==> src/rfis_defs.svh <==
`ifndef RFIS_DEFS_SVH
`define RFIS_DEFS_SVH
// register indices, then byte addresses (index times four)
`define RFIS_IDX_FLAGS      8'h08
`define RFIS_IDX_BUFSTAT    8'h09
`define RFIS_IDX_COLL       8'h0a
`define RFIS_IDX_TXLO       8'h0b
`define RFIS_IDX_TXHI       8'h0c
`define RFIS_IDX_MASK       8'h0d
`define RFIS_ADDR_FLAGS     12'h020
`define RFIS_ADDR_BUFSTAT   12'h024
`define RFIS_ADDR_COLL      12'h028
`define RFIS_ADDR_TXLO      12'h02c
`define RFIS_ADDR_TXHI      12'h030
`define RFIS_ADDR_MASK      12'h034
// flag bit positions
`define RFIS_BIT_OSC        3'h7
`define RFIS_BIT_FIELD      3'h6
`define RFIS_BIT_LEVEL      3'h5
`define RFIS_BIT_RXEND      3'h4
`define RFIS_BIT_TXEND      3'h3
`define RFIS_BIT_CODING     3'h2
`define RFIS_BIT_CRC        3'h1
`define RFIS_BIT_COLL       3'h0
`define RFIS_RESET_BYTE     8'h00
`define RFIS_BUF_MAX        6'h20
`define RFIS_HTRANS_NONSEQ  2'h2
`endif

==> src/rfis_pkg.sv <==
package rfis_pkg;
  typedef struct packed {
    logic       osc_stable;
    logic       field_sensed;
    logic       tx_field_abort;
    logic       level_rx;
    logic       level_tx;
    logic       rx_end;
    logic       tx_end;
    logic       coding_err;
    logic       crc_err;
    logic       bit_coll;
  } rfis_event_type;

  typedef struct packed {
    logic       target_mode;
    logic       enable;
    logic       iso_a_mode;
    logic       rx_start;
    logic [5:0] buf_count;
    logic       buf_overflow;
    logic [3:0] coll_bytes;
    logic [2:0] coll_bits;
  } rfis_status_type;

  typedef struct packed {
    logic        set_default;
    logic        clear;
  } rfis_cmd_type;

  typedef struct packed {
    logic [9:0]  tx_count;
    logic [2:0]  split_bits;
    logic        four_bit_reply_frame;
    logic        anticoll_frame;
  } rfis_txcfg_type;

  typedef struct packed {
    logic        sel;
    logic        write;
    logic [11:0] addr;
  } rfis_aphase_type;

  typedef struct packed {
    rfis_aphase_type ap;
    logic [7:0]      irq_flags;
    logic [7:0]      irq_mask;
    logic [5:0]      buf_count;
    logic            buf_overflow;
    logic            rx_active;
    logic [3:0]      coll_bytes;
    logic [2:0]      coll_bits;
    logic [9:0]      tx_count;
    logic [2:0]      split_bits;
    logic            four_bit_reply_frame;
    logic            anticoll_frame;
    logic [31:0]     rdata;
    logic            irq;
  } rfis_state_type;
endpackage

==> src/rfis_regs.sv <==
// Chosen here: register access over AHB-Lite.
`include "rfis_defs.svh"
module rfis_regs
  import rfis_pkg::*;
(
  input  wire logic             ref_clk_i,
  input  wire logic             sys_rst_i,
  input  wire logic             hsel_i,
  input  wire logic [11:0]      haddr_i,
  input  wire logic [1:0]       htrans_i,
  input  wire logic             hwrite_i,
  input  wire logic [2:0]       hsize_i,
  input  wire logic [31:0]      hwdata_i,
  input  wire logic             hready_i,
  output logic      [31:0]      hrdata_o,
  output logic                  hreadyout_o,
  output logic                  hresp_o,
  input  wire rfis_event_type   event_i,
  input  wire rfis_status_type  status_i,
  input  wire rfis_cmd_type     cmd_i,
  output rfis_txcfg_type        txcfg_o,
  output logic                  irq_out_pin_o
);
  import rfis_pkg::*;

  rfis_state_type r;
  rfis_state_type next_r;
  logic [7:0]     set_flags;
  logic [7:0]     rd_byte;
  logic           rd_flags;
  logic           wr_en;

  // ----------------------------------------
  // event collection
  // ----------------------------------------
  always_comb
  begin
    set_flags = `RFIS_RESET_BYTE;
    // oscillator settles only while enabled
    set_flags[`RFIS_BIT_OSC] = event_i.osc_stable & status_i.enable;
    set_flags[`RFIS_BIT_FIELD] = (event_i.field_sensed & status_i.target_mode
                                  & ~status_i.enable) | event_i.tx_field_abort;
    set_flags[`RFIS_BIT_LEVEL] = event_i.level_rx | event_i.level_tx;
    set_flags[`RFIS_BIT_RXEND] = event_i.rx_end;
    set_flags[`RFIS_BIT_TXEND] = event_i.tx_end;
    set_flags[`RFIS_BIT_CODING] = event_i.coding_err;
    set_flags[`RFIS_BIT_CRC] = event_i.crc_err;
    set_flags[`RFIS_BIT_COLL] = event_i.bit_coll & status_i.iso_a_mode;
  end

  // ----------------------------------------
  // bus decode
  // ----------------------------------------
  // read decode works on the live address phase so hrdata stands during the data phase
  assign wr_en    = r.ap.sel & r.ap.write;
  assign rd_flags = hsel_i & hready_i & (htrans_i == `RFIS_HTRANS_NONSEQ) & ~hwrite_i
                    & (haddr_i == `RFIS_ADDR_FLAGS);

  always_comb
  begin
    case (haddr_i)
      `RFIS_ADDR_FLAGS:   rd_byte = r.irq_flags;
      `RFIS_ADDR_BUFSTAT: rd_byte = {r.buf_count, r.buf_overflow, r.rx_active};
      `RFIS_ADDR_COLL:    rd_byte = {r.coll_bytes, r.coll_bits, 1'b0};
      `RFIS_ADDR_TXLO:    rd_byte = {r.tx_count[1:0], r.split_bits, 1'b0,
                                     r.four_bit_reply_frame, r.anticoll_frame};
      `RFIS_ADDR_TXHI:    rd_byte = r.tx_count[9:2];
      `RFIS_ADDR_MASK:    rd_byte = r.irq_mask;
      default:            rd_byte = `RFIS_RESET_BYTE;
    endcase
  end

  // ----------------------------------------
  // next state
  // ----------------------------------------
  always_comb
  begin
    next_r = r;
    next_r.ap.sel   = hsel_i & hready_i & (htrans_i == `RFIS_HTRANS_NONSEQ);
    next_r.ap.write = hwrite_i;
    next_r.ap.addr  = haddr_i;
    // captured at the address edge; holds until the next read is taken
    if (next_r.ap.sel & ~hwrite_i)
    begin
      next_r.rdata = {24'h00_0000, rd_byte};
    end
    // a read wipes the flags, but a same-cycle event survives it
    if (rd_flags)
    begin
      next_r.irq_flags = `RFIS_RESET_BYTE;
    end
    next_r.irq_flags = next_r.irq_flags | set_flags;
    // buffer count follows hardware clipped to RFIS_BUF_MAX; overflow, rx activity and collision position are held
    next_r.buf_count    = (status_i.buf_count > `RFIS_BUF_MAX) ? `RFIS_BUF_MAX
                                                              : status_i.buf_count;
    next_r.buf_overflow = r.buf_overflow | status_i.buf_overflow;
    if (status_i.rx_start)
    begin
      next_r.rx_active = 1'b1;
    end
    else if (event_i.rx_end)
    begin
      next_r.rx_active = 1'b0;
    end
    if (event_i.bit_coll & status_i.iso_a_mode)
    begin
      next_r.coll_bytes = status_i.coll_bytes;
      next_r.coll_bits  = status_i.coll_bits;
    end
    if (wr_en)
    begin
      case (r.ap.addr)
        `RFIS_ADDR_TXLO:
        begin
          next_r.tx_count[1:0]        = hwdata_i[7:6];
          next_r.split_bits           = hwdata_i[5:3];
          next_r.four_bit_reply_frame = hwdata_i[1];
          next_r.anticoll_frame       = hwdata_i[0];
        end
        `RFIS_ADDR_TXHI: next_r.tx_count[9:2] = hwdata_i[7:0];
        `RFIS_ADDR_MASK: next_r.irq_mask = hwdata_i[7:0];
        default: next_r.irq_mask = next_r.irq_mask;
      endcase
    end
    // hardware clear wins over a write landing in the same cycle
    if (event_i.tx_end)
    begin
      next_r.four_bit_reply_frame = 1'b0;
      next_r.anticoll_frame       = 1'b0;
    end
    if (cmd_i.clear | cmd_i.set_default)
    begin
      next_r.buf_count    = 6'h00;
      next_r.buf_overflow = 1'b0;
      next_r.rx_active    = 1'b0;
      next_r.coll_bytes   = 4'h0;
      next_r.coll_bits    = 3'h0;
    end
    if (cmd_i.set_default)
    begin
      next_r.irq_flags            = `RFIS_RESET_BYTE;
      next_r.irq_mask             = `RFIS_RESET_BYTE;
      next_r.tx_count             = 10'h000;
      next_r.split_bits           = 3'h0;
      next_r.four_bit_reply_frame = 1'b0;
      next_r.anticoll_frame       = 1'b0;
    end
    next_r.irq = |(next_r.irq_flags & ~next_r.irq_mask);
  end

  always_ff @(posedge ref_clk_i)
  begin
    if (sys_rst_i)
    begin
      r <= '0;
    end
    else
    begin
      r <= next_r;
    end
  end

  // ----------------------------------------
  // outputs
  // ----------------------------------------
  assign hrdata_o    = r.rdata;
  assign hreadyout_o = 1'b1;
  assign hresp_o     = 1'b0;
  assign irq_out_pin_o = r.irq;
  assign txcfg_o     = '{tx_count: r.tx_count, split_bits: r.split_bits,
                         four_bit_reply_frame: r.four_bit_reply_frame,
                         anticoll_frame: r.anticoll_frame};

  // ----------------------------------------
  // checks
  // ----------------------------------------
  property p_mask_gate;
    @(posedge ref_clk_i) disable iff (sys_rst_i)
    1'b1 |-> (irq_out_pin_o == |(r.irq_flags & ~r.irq_mask));
  endproperty
  a_mask_gate: assert property (p_mask_gate) else $error("irq not mask-gated");

  property p_rx_end;
    @(posedge ref_clk_i) disable iff (sys_rst_i)
    (event_i.rx_end & ~cmd_i.set_default) |=> r.irq_flags[4];
  endproperty
  a_rx_end: assert property (p_rx_end) else $error("rx end flag missing");

  property p_crc;
    @(posedge ref_clk_i) disable iff (sys_rst_i)
    (event_i.crc_err & ~cmd_i.set_default) |=> r.irq_flags[1];
  endproperty
  a_crc: assert property (p_crc) else $error("crc flag missing");

  property p_coll_mode;
    @(posedge ref_clk_i) disable iff (sys_rst_i)
    ($rose(r.irq_flags[0]) & ~rd_flags) |-> $past(status_i.iso_a_mode);
  endproperty
  a_coll_mode: assert property (p_coll_mode) else $error("collision outside A");

  property p_read_clear;
    @(posedge ref_clk_i) disable iff (sys_rst_i)
    (rd_flags & ~(|set_flags)) |=> (r.irq_flags == 8'h00);
  endproperty
  a_read_clear: assert property (p_read_clear) else $error("flags not cleared");

  property p_rx_active;
    @(posedge ref_clk_i) disable iff (sys_rst_i)
    (status_i.rx_start & ~cmd_i.clear & ~cmd_i.set_default) |=> r.rx_active;
  endproperty
  a_rx_active: assert property (p_rx_active) else $error("rx active not set");

  property p_clear_cmd;
    @(posedge ref_clk_i) disable iff (sys_rst_i)
    cmd_i.clear |=> (r.coll_bytes == 4'h0 && r.coll_bits == 3'h0 && !r.rx_active);
  endproperty
  a_clear_cmd: assert property (p_clear_cmd) else $error("clear missed");

  property p_frame_clear;
    @(posedge ref_clk_i) disable iff (sys_rst_i)
    event_i.tx_end |=> !(txcfg_o.four_bit_reply_frame | txcfg_o.anticoll_frame);
  endproperty
  a_frame_clear: assert property (p_frame_clear) else $error("frame flags kept");

  property p_default;
    @(posedge ref_clk_i) disable iff (sys_rst_i)
    cmd_i.set_default |=> (r.irq_mask == 8'h00 && txcfg_o.tx_count == 10'h000);
  endproperty
  a_default: assert property (p_default) else $error("default missed");

  // ----------------------------------------
  // checks: flag sources
  // ----------------------------------------
  property p_osc;
    @(posedge ref_clk_i) disable iff (sys_rst_i)
    (event_i.osc_stable & status_i.enable & ~cmd_i.set_default) |=> r.irq_flags[7];
  endproperty
  a_osc: assert property (p_osc) else $error("osc flag missing");

  property p_osc_gate;
    @(posedge ref_clk_i) disable iff (sys_rst_i)
    (event_i.osc_stable & ~status_i.enable & ~r.irq_flags[7]) |=> !r.irq_flags[7];
  endproperty
  a_osc_gate: assert property (p_osc_gate) else $error("osc flag while off");

  property p_field_target;
    @(posedge ref_clk_i) disable iff (sys_rst_i)
    (event_i.field_sensed & status_i.target_mode & ~status_i.enable & ~cmd_i.set_default)
      |=> r.irq_flags[6];
  endproperty
  a_field_target: assert property (p_field_target) else $error("field flag missing");

  property p_field_abort;
    @(posedge ref_clk_i) disable iff (sys_rst_i)
    (event_i.tx_field_abort & ~cmd_i.set_default) |=> r.irq_flags[6];
  endproperty
  a_field_abort: assert property (p_field_abort) else $error("abort flag missing");

  property p_level;
    @(posedge ref_clk_i) disable iff (sys_rst_i)
    ((event_i.level_rx | event_i.level_tx) & ~cmd_i.set_default) |=> r.irq_flags[5];
  endproperty
  a_level: assert property (p_level) else $error("level flag missing");

  property p_tx_end;
    @(posedge ref_clk_i) disable iff (sys_rst_i)
    (event_i.tx_end & ~cmd_i.set_default) |=> r.irq_flags[3];
  endproperty
  a_tx_end: assert property (p_tx_end) else $error("tx end flag missing");

  property p_coding;
    @(posedge ref_clk_i) disable iff (sys_rst_i)
    (event_i.coding_err & ~cmd_i.set_default) |=> r.irq_flags[2];
  endproperty
  a_coding: assert property (p_coding) else $error("coding flag missing");

  property p_coll_set;
    @(posedge ref_clk_i) disable iff (sys_rst_i)
    (event_i.bit_coll & status_i.iso_a_mode & ~cmd_i.set_default) |=> r.irq_flags[0];
  endproperty
  a_coll_set: assert property (p_coll_set) else $error("collision flag missing");

  property p_coll_gate;
    @(posedge ref_clk_i) disable iff (sys_rst_i)
    (event_i.bit_coll & ~status_i.iso_a_mode & ~r.irq_flags[0]) |=> !r.irq_flags[0];
  endproperty
  a_coll_gate: assert property (p_coll_gate) else $error("collision flag outside A");

  property p_flags_default;
    @(posedge ref_clk_i) disable iff (sys_rst_i)
    cmd_i.set_default |=> (r.irq_flags == 8'h00);
  endproperty
  a_flags_default: assert property (p_flags_default) else $error("flags kept");

  property p_flags_stable;
    @(posedge ref_clk_i) disable iff (sys_rst_i)
    (~rd_flags & ~(|set_flags) & ~cmd_i.set_default) |=> $stable(r.irq_flags);
  endproperty
  a_flags_stable: assert property (p_flags_stable) else $error("flags moved");

  // ----------------------------------------
  // checks: status and configuration
  // ----------------------------------------
  property p_buf_clip;
    @(posedge ref_clk_i) disable iff (sys_rst_i)
    ((status_i.buf_count > `RFIS_BUF_MAX) & ~cmd_i.clear & ~cmd_i.set_default)
      |=> (r.buf_count == `RFIS_BUF_MAX);
  endproperty
  a_buf_clip: assert property (p_buf_clip) else $error("count not clipped");

  property p_overflow;
    @(posedge ref_clk_i) disable iff (sys_rst_i)
    (status_i.buf_overflow & ~cmd_i.clear & ~cmd_i.set_default) |=> r.buf_overflow;
  endproperty
  a_overflow: assert property (p_overflow) else $error("overflow lost");

  property p_rx_stop;
    @(posedge ref_clk_i) disable iff (sys_rst_i)
    (event_i.rx_end & ~status_i.rx_start) |=> !r.rx_active;
  endproperty
  a_rx_stop: assert property (p_rx_stop) else $error("rx active stuck");

  property p_status_default;
    @(posedge ref_clk_i) disable iff (sys_rst_i)
    cmd_i.set_default |=> (r.buf_count == 6'h00 && !r.buf_overflow && !r.rx_active);
  endproperty
  a_status_default: assert property (p_status_default) else $error("status kept");

  property p_coll_capture;
    @(posedge ref_clk_i) disable iff (sys_rst_i)
    (event_i.bit_coll & status_i.iso_a_mode & ~cmd_i.clear & ~cmd_i.set_default)
      |=> (r.coll_bytes == $past(status_i.coll_bytes) && r.coll_bits == $past(status_i.coll_bits));
  endproperty
  a_coll_capture: assert property (p_coll_capture) else $error("collision not held");

  property p_coll_hold;
    @(posedge ref_clk_i) disable iff (sys_rst_i)
    (~(event_i.bit_coll & status_i.iso_a_mode) & ~cmd_i.clear & ~cmd_i.set_default)
      |=> ($stable(r.coll_bytes) && $stable(r.coll_bits));
  endproperty
  a_coll_hold: assert property (p_coll_hold) else $error("collision moved");

  property p_coll_default;
    @(posedge ref_clk_i) disable iff (sys_rst_i)
    cmd_i.set_default |=> (r.coll_bytes == 4'h0 && r.coll_bits == 3'h0);
  endproperty
  a_coll_default: assert property (p_coll_default) else $error("collision kept");

  property p_mask_write;
    @(posedge ref_clk_i) disable iff (sys_rst_i)
    (wr_en & (r.ap.addr == `RFIS_ADDR_MASK) & ~cmd_i.set_default)
      |=> (r.irq_mask == $past(hwdata_i[7:0]));
  endproperty
  a_mask_write: assert property (p_mask_write) else $error("mask not written");

  property p_txhi_write;
    @(posedge ref_clk_i) disable iff (sys_rst_i)
    (wr_en & (r.ap.addr == `RFIS_ADDR_TXHI) & ~cmd_i.set_default)
      |=> (txcfg_o.tx_count[9:2] == $past(hwdata_i[7:0]));
  endproperty
  a_txhi_write: assert property (p_txhi_write) else $error("count not written");

  property p_split_write;
    @(posedge ref_clk_i) disable iff (sys_rst_i)
    (wr_en & (r.ap.addr == `RFIS_ADDR_TXLO) & ~cmd_i.set_default)
      |=> (txcfg_o.split_bits == $past(hwdata_i[5:3]));
  endproperty
  a_split_write: assert property (p_split_write) else $error("split not written");

  property p_frame_default;
    @(posedge ref_clk_i) disable iff (sys_rst_i)
    cmd_i.set_default |=> (txcfg_o == '0);
  endproperty
  a_frame_default: assert property (p_frame_default) else $error("txcfg kept");
endmodule

==> config.mk <==
export PLATFORM = sky130hd
export DESIGN_NAME = rfis_regs
export DESIGN_NICKNAME = d
export VERILOG_FILES = /design/src/rfis_pkg.sv /design/src/rfis_regs.sv
export VERILOG_INCLUDE_DIRS = /design/src /design/src/src
export SDC_FILE = /design/constraint.sdc
export NUM_CORES = 1
export LEC_CHECK = 0
export ABC_AREA = 1
export BUFFER_PORTS_ARGS = -buffer_cell sky130_fd_sc_hd__clkbuf_2
export CORE_ASPECT_RATIO = 1.1
export CORE_MARGIN = 1
export CORE_UTILIZATION = 30
export DETAILED_ROUTE_END_ITERATION = 8
export GPL_TIMING_DRIVEN = 0
export PLACE_DENSITY = 0.59
export RECOVER_POWER = 25
export SYNTH_ARGS = -nofsm -noshare
export SYNTH_HDL_FRONTEND = slang
export SYNTH_SLANG_ARGS = --single-unit
export TNS_END_PERCENT = 30
==> constraint.sdc <==
create_clock -name ref_clk_i -period 1.4 [get_ports ref_clk_i]
set_input_delay 0.14 -clock ref_clk_i [delete_from_list [all_inputs] [get_ports ref_clk_i]]
set_output_delay 0.14 -clock ref_clk_i [all_outputs]
set_load 0.01 [all_outputs]
==> impl_metrics.toml <==
[logic_synthesis]
synth_area_sq_mm = 0.00348
synthDistinctLibCells = 33
ys_ff_latch = 69
synthMuxAreaShare_pct = 0
yosysWarnings = 0
syn_inst = 484
synthXorXnorAreaFrac_pct = 0
synth_fa_ha_area_share_pct = 0
seq_area_frac_synth_pct = 39.7
synth_top_family_by_area = "simple AND/OR/NAND/NOR gates"
synth.avg_cell_area_sq_um = 7.19
synthTopCellsByArea = "dfxtp_1 40%, buf_4 11%, inv_1 8.6%"
synth_compound_area_share_pct = 11.9
synth.top_cell.area_share_pct = 39.7
yosysTopAreaCell = "dfxtp_1"
yosys.area_share.simple_pct = 27.0

[power_and_ir_drop]
p_switching_w = 0.00110
power_frac_comb_pct = 9.3
power.share.clock_pct = 47.6
pwr_density_cell_mw_per_mm2 = 1030
p_seq_share_pct = 43.1
internal-power_w = 0.00362
p_leak_nw = 2.25
peakVddDrop_mv = 0.498
switching_share_pct = 23.3

[placed_design]
numPortBuffers = 80
gp_congestion = 0.846
place_area_sq_mm = 0.00416
dpl.hpwl_um = 7260

[timing]
setup_violations = 8
slew_viol_final = 0
timing.fmax_mhz = 628
tightest_slew_ns = 0.540
finalCritPeriodShare_pct = 114
worst_clock_skew_ns = 0.00372
hold_viol = 0
fin_crit_ns = 1.59
final.setup.tns_ns = -0.695
max-slew-margin-rel_pct = 64.0
setup_slack_ns = -0.192
grt_setup_unrepaired = "true"

[run_status]
violations = "negative setup slack"
status = "finished, violations left"

[route]
wl_per_cell_um = 12.0
drc = 0
drtAntennaViolNets = 0
vias = 3239
drt-vias-per-instance = 4.26
drtPass1Iterations = 5
drt_iter0_markers = 138
wl_um = 9100

[setup_path]
critPathRequiredTime_ns = 1.66
r2r_cells = 9
worstPathArrival_ns = 1.85
path_max_fanout = 5
end_kind = "flip-flop"
worstSetupPathType = "flip-flop to flip-flop"
cp-start-kind = "flip-flop"

[clocking]
cts_buffers = 9
htree_levels = 3
cts_buffer_depth = 2
clock_latency_ns = 0.33
cts_tree = "built"
clk_pin_slew_ns = 0.05
hold_buffers = 0
clkSinkCount = 69
root_buffer = "clkbuf_16"

[global_route]
antenna_found_initial = 0
grt_usage_pct = 15.5
grt_remaining_overflow = 0
grt_pass1_vias = 2957
grt_pass1_wl_um = 14300
grt_max_degree = 12

[final_layout]
num-nets-final = 693
final-seq-area_sq_mm = 0.00139
num-fill-cells = 1168
fin_area_sq_mm = 0.00460
drive_gt1_share_pct = 31.8
syn_to_final_growth_pct = 32.1
diodes = 0
multi_input_area_sq_mm = 0.00151

[floorplanning]
rows = 40
fp.coreArea_sq_mm = 0.0111
start_util_pct = 31.3
die_height_um = 115
dieArea_sq_mm = 0.0120
boundaryPins = 134
die_w_um = 105

[worst_hold_path]
hold_class = "primary input to flip-flop"
min_path_cells = 3

[flow_run]
max-cap-violations = 0
[what timing repair did]
item,in CTS,in global routing
setup endpoints to repair,12,19
resized for setup,8,16
setup buffers,5,5
pin swaps,4,9
[cell usage after synthesis]
master and n:
nand3_1 41, nand3b_1 2, nor3_4 2, buf_4 50, nor3_1 5, dfxtp_1 69, nand3_2 1, clkbuf_4 1
buf_2 1, nor2_8 1, a31oi_1 1, nor2_2 4, nand2_1 63, conb_1 2, nor3_2 2, nand3_4 1
nor4_1 1, o21ai_1 3, nor4_4 1, clkbuf_1 6, nand4_1 7, o21ai_0 21, nor2_1 50, and3_1 1
a21oi_1 38, nor3b_2 1, o22ai_1 8, o41ai_1 1, a211oi_1 5, inv_1 80, nor2_4 2, nand2_2 5
inv_2 8
[critical path, stage by stage (launching register included)]
cell	delay [ns]
dfxtp_2	0.32
nor2_4	0.13
nand3_4	0.10
nor2_4	0.16
buf_6	0.13
inv_4	0.03
nor4_4	0.28
buf_4	0.18
o21ai_1	0.06
a21oi_1	0.13
[registers in the layout, indices dropped and copies added, names as in the netlist]
register       cells
r                 45
txcfg_o           15
irq_out_pin_o      1
hrdata_o           8
[layout make-up]
| type | count | area share, % |
|---|---|---|
| Buffer | 58 | 8.98 |
| Timing Repair Buffer | 90 | 10.4 |
| Clock buffer | 12 | 5.36 |
| Sequential cell | 69 | 30.1 |
| Clock inverter | 4 | 1.03 |
| Multi-Input combinational cell | 293 | 32.9 |
| Tap cell | 147 | 4.00 |
| Inverter | 88 | 7.24 |
[per-stage QoR]
stage	hold slack, ns	instances	util (%)	setup WS (ns)	total power, W
after floorplan	0.238	508	-	0.0380	0.00233
after global placement	0.347	735	37.4	-0.269	0.00248
after detailed placement	0.347	735	37.4	-0.271	0.00249
after CTS	0.00249	756	40.6	-0.111	0.00472
after global routing	0.00850	761	41.4	-0.314	0.00490
final	0.00692	761	41.4	-0.192	0.00472
[worst paths after layout]
check / start / endpoint / slack (ns)
worst max-delay path: r[85] / txcfg_o[5] / -0.19
worst max register to register: r[85] / txcfg_o[5] / -0.19
worst min register to register: r[52] / r[52] / 0.46
worst min-delay path: haddr_i[6] / r[85] / 0.007
[power groups by stage]
stage	clock network, W	logic (W)	registers [W]
3_3_place_gp	0	0.000411	0.00207
6_report	0.00225	0.000437	0.00204
4_1_cts	0.00227	0.000420	0.00203
2_1_floorplan	0	0.000265	0.00207
3_5_place_dp	0	0.000416	0.00207
5_1_grt	0.00238	0.000489	0.00204
[cell families after synthesis]
| kind of cell | Yosys count |
|---|---|
| other | 2 |
| DFF | 69 |
| buffers and inverters | 146 |
| and+or+nand+nor | 190 |
| AOI/OAI and AO/OA | 77 |
[placed cells by master (no fill, tap or decap), types with 2 or more instances in the layout]
cell type	instances
clkbuf_16	9
o21ai_0	18
inv_1	80
clkinv_2	2
nor2_1	47
nand2_1	60
a211oi_1	5
nor2_2	5
nor3_4	3
nand3_2	2
dfxtp_1	66
clkbuf_2	78
clkbuf_1	10
conb_1	26
nand3_4	2
nor2_4	4
buf_4	60
o21ai_1	5
nand3b_1	2
nand4_1	7
inv_2	7
nand2_2	7
nand3_1	39
dfxtp_2	3
nor3_1	5
o22ai_1	8
a21oi_1	38
[routing by layer]
layer	vias to the layer above	routed length, um	track usage [%]	share of wire, %
met4	0	242	7.42	2.7
met3	16	620	3.00	6.8
met5	-	0	0	0
met2	119	4200	25.5	46
li1	1710	-	-	-
met1	1394	4040	19.5	44
Power figures use the tool's default switching activity.
